**src/logic/eag_map.vh**
```
`ifndef EAG_MAP_VH
`define EAG_MAP_VH

// ****************************************************************
// addressing modes (4-bit code)
// ****************************************************************
`define EAG_MODE_ABS_OFF      4'h0
`define EAG_MODE_ABS_DISP     4'h1
`define EAG_MODE_REG          4'h2
`define EAG_MODE_REG_OFF      4'h3
`define EAG_MODE_REG_DISP     4'h4
`define EAG_MODE_REG_IDX      4'h5
`define EAG_MODE_REG_IDX_DISP 4'h6
`define EAG_MODE_IDX_DISP     4'h7
`define EAG_MODE_IP_DISP      4'h8

// ****************************************************************
// instruction formats
// ****************************************************************
`define EAG_FMT_SHORT         1'b0
`define EAG_FMT_LONG          1'b1

// ****************************************************************
// scale codes: factor is 1 << code, codes above 4 are illegal
// ****************************************************************
`define EAG_SCALE_MAX         3'h4

// ****************************************************************
// load data kinds
// ****************************************************************
`define EAG_KIND_BYTE_U       3'h0
`define EAG_KIND_BYTE_S       3'h1
`define EAG_KIND_HALF_U       3'h2
`define EAG_KIND_HALF_S       3'h3
`define EAG_KIND_WORD         3'h4

// ****************************************************************
// constants and reset values
// ****************************************************************
`define EAG_IP_BIAS           32'h00000008
`define EAG_OFFSET_W          12
`define EAG_ADDR_RST          32'h00000000

`endif

```
**src/logic/eag_load_format.v**
```verilog
`timescale 1ns/1ps
`include "eag_map.vh"

// ****************************************************************
// load data formatter: byte lane order, width and sign handling
// ****************************************************************
module eag_load_format
(
    input  wire [31:0] raw_word,
    input  wire [1:0]  byte_sel,
    input  wire [2:0]  kind,
    input  wire        big_endian,
    output reg  [31:0] data_out
);

    // raw_word holds the bytes in memory order: lowest address at [7:0]
    reg [7:0]  b0;
    reg [7:0]  b1;
    reg [15:0] half;

    always @*
    begin
        b0 = 8'h00;
        b1 = 8'h00;
        half = 16'h0000;
        data_out = 32'h00000000;
        case (byte_sel)
            2'h0: b0 = raw_word[7:0];
            2'h1: b0 = raw_word[15:8];
            2'h2: b0 = raw_word[23:16];
            default: b0 = raw_word[31:24];
        endcase
        b1 = byte_sel[1] ? raw_word[31:24] : raw_word[15:8];
        // a halfword takes its low-address byte from the even lane only
        if (kind == `EAG_KIND_HALF_U || kind == `EAG_KIND_HALF_S)
            b0 = byte_sel[1] ? raw_word[23:16] : raw_word[7:0];
        if (big_endian)
            half = {b0, b1};
        else
            half = {b1, b0};
        case (kind)
            `EAG_KIND_BYTE_U: data_out = {24'h000000, b0};
            `EAG_KIND_BYTE_S: data_out = {{24{b0[7]}}, b0};
            `EAG_KIND_HALF_U: data_out = {16'h0000, half};
            `EAG_KIND_HALF_S: data_out = {{16{half[15]}}, half};
            default:
                if (big_endian)
                    data_out = {raw_word[7:0], raw_word[15:8],
                                raw_word[23:16], raw_word[31:24]};
                else
                    data_out = raw_word;
        endcase
    end

endmodule

```
**src/logic/eag_core.v**
```verilog
`timescale 1ns/1ps
`include "eag_map.vh"

module eag_core
#(
    parameter REG_IDX_W = 5
)
(
    input  wire                 core_clk,
    input  wire                 sys_rst,
    // request from the decoder
    input  wire                 req_valid,
    input  wire [3:0]           mode,
    input  wire                 fmt,
    input  wire [11:0]          short_offset,
    input  wire [31:0]          displacement,
    input  wire [2:0]           scale,
    input  wire [31:0]          base_value,
    input  wire [31:0]          index_value,
    input  wire [31:0]          next_ip,
    input  wire                 is_store,
    input  wire [2:0]           word_count,
    input  wire [REG_IDX_W-1:0] first_reg,
    input  wire [2:0]           load_kind,
    input  wire                 big_endian,
    output wire                 req_ready,
    output reg                  mode_error,
    // bus unit side
    output reg                  bus_valid,
    output reg  [31:0]          bus_addr,
    output reg                  bus_write,
    input  wire                 bus_ready,
    input  wire [31:0]          bus_rdata,
    // register file side
    output reg  [REG_IDX_W-1:0] reg_index,
    output reg                  rf_wr_en,
    output reg  [31:0]          rf_wr_data,
    output reg                  rf_rd_en,
    output reg                  done
);

    // ****************************************************************
    // state machine
    // ****************************************************************
    localparam ST_IDLE = 1'b0;
    localparam ST_XFER = 1'b1;

    reg                 state_reg;
    reg                 state_next;
    reg [2:0]           left_reg;
    reg [2:0]           left_next;
    reg [2:0]           kind_reg;
    reg                 endian_reg;
    wire [REG_IDX_W-1:0] reg_one = {{(REG_IDX_W-1){1'b0}}, 1'b1};

    wire [31:0] off_ext = {20'h00000, short_offset};
    wire [31:0] disp_ext = displacement;
    wire [31:0] idx_scaled = index_value << scale;
    wire        scale_ok = (scale <= `EAG_SCALE_MAX);
    wire        uses_idx = (mode == `EAG_MODE_REG_IDX) ||
                           (mode == `EAG_MODE_REG_IDX_DISP) ||
                           (mode == `EAG_MODE_IDX_DISP);

    reg  [31:0] ea;
    reg         ea_bad;
    wire [31:0] fmt_data;

    // ****************************************************************
    // address computation; sums are 32 bits so carries simply drop
    // ****************************************************************
    always @*
    begin
        ea = 32'h00000000;
        ea_bad = 1'b0;
        case (mode)
            `EAG_MODE_ABS_OFF:      ea = off_ext;
            `EAG_MODE_ABS_DISP:     ea = disp_ext;
            `EAG_MODE_REG:          ea = base_value;
            `EAG_MODE_REG_OFF:      ea = base_value + off_ext;
            `EAG_MODE_REG_DISP:     ea = base_value + disp_ext;
            `EAG_MODE_REG_IDX:      ea = base_value + idx_scaled;
            `EAG_MODE_REG_IDX_DISP:
            begin
                ea = base_value + idx_scaled + disp_ext;
                ea_bad = (fmt != `EAG_FMT_LONG);
            end
            `EAG_MODE_IDX_DISP:     ea = idx_scaled + disp_ext;
            `EAG_MODE_IP_DISP:
                ea = next_ip + disp_ext + `EAG_IP_BIAS;
            default:                ea_bad = 1'b1;
        endcase
        // offset modes come from the short format, displacement from long
        if ((mode == `EAG_MODE_ABS_OFF || mode == `EAG_MODE_REG_OFF) &&
            fmt != `EAG_FMT_SHORT)
            ea_bad = 1'b1;
        if ((mode == `EAG_MODE_ABS_DISP || mode == `EAG_MODE_REG_DISP ||
             mode == `EAG_MODE_IDX_DISP || mode == `EAG_MODE_IP_DISP) &&
            fmt != `EAG_FMT_LONG)
            ea_bad = 1'b1;
        if (uses_idx && !scale_ok)
            ea_bad = 1'b1;
        if (word_count == 3'h0 || word_count > 3'h4)
            ea_bad = 1'b1;
    end

    // only a new request is taken in idle; any move in progress, single or multi-word, blocks it
    assign req_ready = (state_reg == ST_IDLE);

    eag_load_format u_fmt
    (
        .raw_word   (bus_rdata),
        .byte_sel   (bus_addr[1:0]),
        .kind       (kind_reg),
        .big_endian (endian_reg),
        .data_out   (fmt_data)
    );

    always @*
    begin
        state_next = state_reg;
        left_next = left_reg;
        case (state_reg)
            ST_IDLE:
                if (req_valid && !ea_bad)
                begin
                    state_next = ST_XFER;
                    left_next = word_count;
                end
            ST_XFER:
                if (bus_ready)
                begin
                    left_next = left_reg - 3'h1;
                    if (left_reg == 3'h1)
                        state_next = ST_IDLE;
                end
            default:
                state_next = ST_IDLE;
        endcase
    end

    // ****************************************************************
    // transfer sequencing
    // ****************************************************************
    always @(posedge core_clk)
    begin
        if (sys_rst)
        begin
            state_reg <= ST_IDLE;
            left_reg <= 3'h0;
            kind_reg <= `EAG_KIND_WORD;
            endian_reg <= 1'b0;
            mode_error <= 1'b0;
            bus_valid <= 1'b0;
            bus_addr <= `EAG_ADDR_RST;
            bus_write <= 1'b0;
            reg_index <= {REG_IDX_W{1'b0}};
            rf_wr_en <= 1'b0;
            rf_wr_data <= 32'h00000000;
            rf_rd_en <= 1'b0;
            done <= 1'b0;
        end
        else
        begin
            state_reg <= state_next;
            left_reg <= left_next;
            mode_error <= 1'b0;
            rf_wr_en <= 1'b0;
            rf_rd_en <= 1'b0;
            done <= 1'b0;
            // a load steps its register only after the write went out,
            // so data and index stay paired on the register file port
            if (rf_wr_en && left_reg != 3'h0)
                reg_index <= reg_index + reg_one;
            case (state_reg)
                ST_IDLE:
                    if (req_valid)
                    begin
                        mode_error <= ea_bad;
                        if (!ea_bad)
                        begin
                            bus_valid <= 1'b1;
                            bus_addr <= ea;
                            bus_write <= is_store;
                            reg_index <= first_reg;
                            rf_rd_en <= is_store;
                            // multi-word moves carry no width or sign conversion
                            kind_reg <= (word_count == 3'h1) ?
                                        load_kind : `EAG_KIND_WORD;
                            endian_reg <= big_endian;
                        end
                    end
                ST_XFER:
                    if (bus_ready)
                    begin
                        rf_wr_en <= !bus_write;
                        rf_wr_data <= fmt_data;
                        if (left_reg == 3'h1)
                        begin
                            bus_valid <= 1'b0;
                            done <= 1'b1;
                        end
                        else
                        begin
                            // next word, next register
                            bus_addr <= bus_addr + 32'h00000004;
                            // a store asks for its next source register now
                            if (bus_write)
                                reg_index <= reg_index + reg_one;
                            rf_rd_en <= bus_write;
                        end
                    end
                default:
                    bus_valid <= 1'b0;
            endcase
        end
    end

endmodule

```
**config.mk**
```make
export PLATFORM = sky130hd
export DESIGN_NAME = eag_core
export DESIGN_NICKNAME = d
export VERILOG_FILES = /design/src/logic/eag_load_format.v /design/src/logic/eag_core.v
export VERILOG_INCLUDE_DIRS = /design/src /design/src/logic
export SDC_FILE = /design/constraint.sdc
export NUM_CORES = 1
export LEC_CHECK = 0
export ABC_AREA = 1
export BUFFER_PORTS_ARGS = -buffer_cell sky130_fd_sc_hd__buf_4
export CORE_ASPECT_RATIO = 1.5
export CORE_UTILIZATION = 45
export DETAILED_ROUTE_END_ITERATION = 12
export GPL_TIMING_DRIVEN = 0
export PLACE_DENSITY = 0.67
export SLEW_MARGIN = 20
export SYNTH_ARGS = -nofsm -noshare
export SYNTH_HDL_FRONTEND = slang
export SYNTH_SLANG_ARGS = --single-unit
```
**constraint.sdc**
```tcl
create_clock -name core_clk -period 6.9 [get_ports core_clk]
set_input_delay 0.69 -clock core_clk [delete_from_list [all_inputs] [get_ports core_clk]]
set_output_delay 0.69 -clock core_clk [all_outputs]
set_load 0.05 [all_outputs]
```
==> results of run 1 <==
==> cells in the final DEF (no fill, tap or decap), drive strengths merged, types with 3 or more instances in the layout <==
cell and n:
xnor2 17, dfxtp 83, and2 3, o21a 10, nor3 43, o31ai 4
inv 326, buf 289, nand3b 5, clkbuf 80, o21bai 16, nand2 553
or2 22, a221oi 15, o2111ai 13, a211oi 8, ha 142, o211ai 28
a21boi 4, nand4 27, mux2i 6, nor4 14, nor2 193, o22ai 10
a31oi 47, a22oi 3, nand3 161, a21oi 264, fa 4, xor2 32
a21o 13, o21ai 286, nor3b 3, clkinv 6, o221ai 46, diode 3
==> critical path, cell delays in order <==
cell	delay (ps)
buf_4	90
clkbuf_1	490
buf_1	610
nor2_1	120
a31oi_1	250
nand2_1	70
o21ai_0	150
ha_1	350
a21oi_1	230
o21ai_0	130
a211o_1	280
a21oi_2	260
xnor2_1	140
o221ai_1	170
inv_1	90
ha_1	370
nand2_1	130
nor2_1	240
nand4_1	120
o21ai_1	540
a21boi_0	250
o21ai_0	370
xor2_1	210
a21oi_1	90
nand3_1	170
nand2_1	110
a21oi_1	130
==> layer usage <==
layer  global-route usage  part of all wire
met4                0.403              0.10
met2                0.773              0.50
met1                0.404              0.32
met3               0.0680             0.072
met5                    0                 0
==> cells by family (layout without fill, tap and decap cells) <==
| group | count (synthesis) | after routing | synth area share |
|---|---|---|---|
| simple gates | 1024 | 1024 | 0.305 |
| compound gates | 775 | 775 | 0.309 |
| buf+inv | 417 | 704 | 0.110 |
| fa+ha+maj | 146 | 146 | 0.128 |
| flops | 83 | 83 | 0.114 |
| xor+xnor | 49 | 49 | 0.0295 |
| mux | 7 | 7 | 0.00490 |
| other cells | 0 | 3 | 0 |
==> stage by stage <==
step	worst slack [ps]	utilization	setup TNS (ps)
after floorplan	1810	-	0
after global placement	-340	0.537	-941
final	371	0.548	0
after CTS	74.0	0.547	0
after global routing	50.9	0.548	0
after detailed placement	-280	0.537	-798
==> layout make-up <==
cell class,count,area [sq um]
fill,3426,14400
multi-input combinational,2001,11300
timing repair buffer,271,2030
sequential,83,1660
inverter,329,1240
tap,410,513
buffer,88,367
clock buffer,10,229
clock inverter,6,90.1
antenna,3,7.51
==> worst min-delay path by stage <==
stage,from,end,slack [ps],cells past startpoint
final,bus_valid,bus_valid,480,2
after global routing,bus_write,rf_wr_en,510,1
after CTS,bus_valid,bus_valid,490,2
after detailed placement,bus_write,rf_wr_en,470,1
after global placement,bus_write,rf_wr_en,450,1
after floorplan,kind_reg[0],kind_reg[0],490,2
==> timing repair <==
item                                   in CTS  in global routing
endpoints found under the hold margin       0                  0
gates resized for setup                     0                 11
setup endpoints to repair                   0                 10
==> power by group <==
group / total (mW) / leakage (nW) / internal, mW / switching (mW)
registers: 0.549 / 0.676 / 0.511 / 0.0374
logic: 1.54 / 7.71 / 0.507 / 1.04
clock network: 0.534 / 0.153 / 0.318 / 0.217
total: 2.63 / 8.53 / 1.34 / 1.29
==> run_results.csv, run 1 <==
group,metric,value,unit
floorplan,num_rows,80,
sta,fmax,153,MHz
floorplan,start_util,0.457,
sta,finalHoldViolations,0,
synthesis,syn_inst,2501,
synthesis,syn_nets,2844,
synthesis,synth_edf_count,0,
synthesis,ys_warn_count,0,
clock_network,clock_latency,360,ps
critical_path,reg2reg_depth,14,
sta,tightest_slew,951,ps
floorplan,boundaryPins,273,
synthesis,synth_most_common_cell,"nand2_1",
floorplan,core,31800,sq um
critical_path,regToRegEndpoint,"rf_wr_data[25]",
clock_network,cts_setup_buffers,0,
global_routing,antenna_found_initial,2,
clock_network,hold_buffers,0,
finish,reg_top3,"bus_addr x32, rf_wr_data x32, reg_index x5",
synthesis,synth.yosys.seq_area_share,0.114,
sta,relSlewSlack,0.366,
sta,fin_crit_sh,0.946,
pwr,ir_drop,0.000142,V
sta,drv_slew,0,
clock_network,cts-htree-levels,3,
critical_path,endpoint_kind,"flop",
routing,vias,19400,
clock_network,clkTransAtPathRegs,70,ps
synthesis,ys.flop_type,"dfxtp_1",
placement,io_buffers,270,
floorplan,chipWidth,149,microns
critical_path,start_kind,"input port",
sta,setup_viol,0,
sta,rsz0062_at_grt,"no",
critical_path,r2r_slack,3840,ps
synthesis,synth_area_per_cell,5.82,sq um
synthesis,synth_area,14600,sq um
routing,drc,0,
critical_path,path_max_fanout,10,
critical_path,crit_end,"bus_addr[22]",
clock_network,cts.sinks,83,
clock_network,clockRootBuffer,"clkbuf_16",
routing,drt_pre_antenna_iters,6,
critical_path,crit_required,7200,ps
placement,post-place-cells,3182,
pwr,power_density,151,nW/um^2
synthesis,synth_area_leader_cell,"nand2_1",
worst_hold_path,hp-class,"reg2reg",
routing,wirelength,72.1,mm
flow_run,cap_violations,0,
critical_path,crit_start,"scale[1]",
synthesis,synth.top_cell.area_share,0.140,
global_routing,grt_pass1_vias,19200,
clock_network,clk_path_buf_depth,2,
critical_path,worstReg2RegStart,"kind_reg[1]",
critical_path,crit_type,"in2reg",
global_routing,grt_pass1_wl,106,mm
synthesis,yosys-top-cells-count,"nand2_1, inv_1, o21ai_0",
routing,ant_nets,0,
critical_path,worstPathArrival,6830,ps
floorplan,dieArea,33100,sq um
clock_network,cts_tree,"done",
finish,nets,3126,
finish,syn2layout_area_growth,19.9,%
routing,drtIter0Drc,1618,
global_routing,grt_start_max_net_pins,15,
placement,place.detailed.hpwl,61.7,mm
synthesis,ys_async_sr_fraction,0,
finish,stdcell_count,3201,
routing,wl_per_cell,22.5,microns
sta,fin_skew,9.61,ps
placement,gp_congestion,1.11,
sta,min_period,6530,ps
sta,holdWs,484,ps
finish,fin_area,17400,sq um
synthesis,yosysUniqueCellTypes,62,
clock_network,cts_buffers,9,
global_routing,grt_usage,0.427,
finish,drive_gt1_frac,0.132,
floorplan,die_h,222,microns
global_routing,grt-ovfl-total,0,
synthesis,synth-seq-cells,83,
status,outcome,"complete, no violations",
placement,placed_area,17100,sq um
pwr,p_total,2.63,mW
routing,via_per_inst,6.06,
pwr,leakage,8.53,nW
synthesis,ys_top_cells_by_area,"nand2_1, ha_1, dfxtp_1",
No activity file was read; power rests on OpenSTA's default activity.
==> inputs of run 2 (changes only) <==
ABC_AREA = 0   (was 1)
==> run 2 against run 1 <==
Compared with the run above:
- maximum frequency is 0.77% lower
- clock-buffer cell count is 1 lower
- clock power decreased by 4%
- largest cell class unchanged
- highest routed layer unchanged
==> run_results.csv, run 2 <==
group,metric,value,unit
critical_path,crit_required,7110,ps
finish,stdcell_count,2607,
global_routing,grt-ovfl-total,0,
global_routing,antenna_found_initial,1,
synthesis,syn_nets,2264,
pwr,ir_drop,0.000121,V
sta,fin_ws,320,ps
floorplan,chipWidth,147,microns
critical_path,path_max_fanout,10,
routing,ant_nets,0,
critical_path,crit_type,"in2reg",
critical_path,endpoint_kind,"flop",
finish,layout_commonest_cell,"buf_4",
critical_path,regToRegEndpoint,"bus_addr[23]",
synthesis,yosysUniqueCellTypes,81,
sta,min_period,6580,ps
critical_path,start_kind,"input port",
floorplan,num_rows,79,
synthesis,synth_most_common_cell,"nand2_1",
placement,post-place-cells,2593,
worst_hold_path,hp-start,"rf_wr_data[15]",
global_routing,grt_start_max_net_pins,17,
synthesis,synth_edf_count,0,
floorplan,core,31000,sq um
critical_path,r2r_slack,3040,ps
finish,final_cell_mix,"buf_4, nand2_1, a21oi_1, o21ai_0, nor2_1",
synthesis,ys_warn_count,0,
placement,place_ws,-890,ps
global_routing,grt_pass1_wl,97.5,mm
clock_network,cts_tree,"done",
global_routing,grt_pass1_vias,16600,
sta,setup_viol,0,
clock_network,clock_latency,370,ps
finish,fill_cells,3076,
sta,holdWs,465,ps
flow_run,cap_violations,0,
sta,fin_skew,13.4,ps
global_routing,grt_usage,0.403,
clock_network,clockRootBuffer,"clkbuf_16",
synthesis,ys.flop_type,"dfxtp_1",
routing,drc,0,
critical_path,path_buf_inv,2,
critical_path,worstReg2RegStart,"state_reg",
finish,multi_input_area,12000,sq um
placement,io_buffers,267,
routing,drtIter0Drc,1416,
placement,gp_congestion,1.02,
status,outcome,"complete, no violations",
pwr,switching_share,0.456,
routing,drt_pre_antenna_iters,8,
synthesis,synth_area_leader_cell,"ha_1",
worst_hold_path,hold_path_depth,2,
sta,drv_slew,0,
sta,finalHoldViolations,0,
pwr,p_total,2.51,mW
sta,tightest_slew,1060,ps
worst_hold_path,min_to,"rf_wr_data[15]",
synthesis,synth.top_cell.area_share,0.125,
critical_path,worst_path_max_delay_cell,"mux4_2",
synthesis,yosys-top-cells-count,"nand2_1, a21oi_1, o21ai_0",
sta,relSlewSlack,0.288,
clock_network,cts_buffers,9,
pwr,netSwitchingPower,1.14,mW
synthesis,synth_area_per_cell,7.39,sq um
critical_path,worst_path_dominant_cell_family,"compound AO/OA/AOI/OAI gates",
critical_path,reg2reg_depth,8,
sta,fin_crit_sh,0.954,
critical_path,crit_top_cell,"nand2_1",
worst_hold_path,hp-class,"reg2reg",
routing,vias,16900,
clock_network,clk_path_buf_depth,2,
floorplan,dieArea,32300,sq um
clock_network,cts_setup_buffers,0,
pwr,leakage,7.15,nW
synthesis,syn_inst,1921,
sta,fmax,152,MHz
finish,drive_gt1_frac,0.189,
synthesis,synth-seq-cells,83,
routing,wl_per_cell,25.4,microns
routing,wirelength,66.1,mm
finish,reg_top3,"bus_addr x32, rf_wr_data x32, reg_index x5",
synthesis,ys_async_sr_fraction,0,
placement,place.detailed.hpwl,55.8,mm
critical_path,worstPathArrival,6790,ps
critical_path,critPathMaxStageDelay,510,ps
pwr,p_int,1.36,mW
clock_network,cts-htree-levels,3,
floorplan,die_h,220,microns
pwr,power.share.sequential,0.205,
floorplan,boundaryPins,273,
finish,nets,2539,
clock_network,clkTransAtPathRegs,70,ps
floorplan,start_util,0.458,
routing,via_per_inst,6.50,
synthesis,synth_area,14200,sq um
finish,syn2layout_area_growth,20.6,%
finish,regArea,1660,sq um
pwr,p_clk_frac,0.205,
synthesis,synth.yosys.seq_area_share,0.117,
pwr,power_density,146,nW/um^2
clock_network,cts.sinks,83,
finish,final_util,0.552,
pwr,combinationalPowerShare,0.589,
synthesis,ys_top_cells_by_area,"ha_1, dfxtp_1, a21oi_1",
clock_network,hold_buffers,0,
-- run 2: changes by cell type after synthesis, moves of 29 or more --
| cell | change |
|---|---|
| inv_1 | -277 |
| mux2i_1 | +45 |
| nor2_1 | -41 |
| a21oi_1 | -72 |
| o21ai_0 | -107 |
| nand3_1 | -103 |
| o221ai_1 | -35 |
| a211oi_1 | +36 |
| mux4_2 | +37 |
| mux2_2 | +47 |
| xnor2_1 | +61 |
| clkbuf_1 | +29 |
| nand2_1 | -331 |
-- run 2: kinds of logic (layout without fill, tap and decap cells) --
family          after synthesis  in the layout  synth area share
flops                        83             83             0.117
simple gates                614            614             0.204
xor+xnor                    114            114            0.0703
mux                         137            137             0.134
compound gates              670            670             0.301
fa+ha+maj                   147            147             0.132
other cells                   0              1                 0
buf+inv                     156            436            0.0418
-- run 2: worst reg2reg max path: stages, from the launching register on --
cell       delay, ps
dfxtp_1          350
clkbuf_1         470
nand2_1          320
nor2_1           880
nor2_1           450
clkbuf_1         420
a21oi_1          340
o2111ai_1        160
o31a_1           350
-- run 2: worst max path at each step --
| stage | slack [ps] | cells past startpoint | start | to |
|---|---|---|---|---|
| 2_1_floorplan | 720 | 27 | scale[0] | bus_addr[31] |
| 3_3_place_gp | -800 | 26 | scale[1] | bus_addr[31] |
| 3_5_place_dp | -890 | 26 | scale[1] | bus_addr[31] |
| 4_1_cts | 60 | 27 | scale[0] | bus_addr[31] |
| 5_1_grt | -70 | 28 | scale[0] | bus_addr[31] |
| 6_report | 320 | 26 | scale[0] | bus_addr[31] |
-- run 2: cell type report --
class,count,share of cell area
Antenna cell,1,0.000146
Buffer,104,0.0241
Clock buffer,9,0.0132
Clock inverter,7,0.00468
Inverter,49,0.0108
Multi-Input combinational cell,1682,0.703
Sequential cell,83,0.0970
Tap cell,405,0.0296
Timing Repair Buffer,267,0.117
-- run 2: metrics by stage --
stage | TNS, ps | area [sq um]
6_report | 0 | 17100
5_1_grt | -69.5 | 17100
4_1_cts | 0 | 17000
3_5_place_dp | -3940 | 16700
3_3_place_gp | -2910 | 16700
2_1_floorplan | 0 | 14200
-- run 2: timing repair --
item	in CTS	in global routing
setup endpoints to repair	4	4
gates cloned	0	0
endpoints found under the hold margin	0	0
resized for setup	11	24
-- run 2: power groups by stage --
stage / clock, mW / combinational [mW] / sequential [mW]
after global routing: 0.537 / 1.59 / 0.516
after detailed placement: 0 / 1.42 / 0.525
after CTS: 0.517 / 1.43 / 0.514
final: 0.514 / 1.48 / 0.515
after floorplan: 0 / 0.905 / 0.575
after global placement: 0 / 1.41 / 0.524
-- run 2: metal layers --
metal / track usage / vias to the layer above / wire length [microns]
met3: 0.0366 / 270 / 4010
met1: 0.417 / 7920 / 23100
met4: 0.316 / 0 / 5550
met2: 0.743 / 920 / 33500
met5: 0 / - / 0
li1: - / 7835 / -
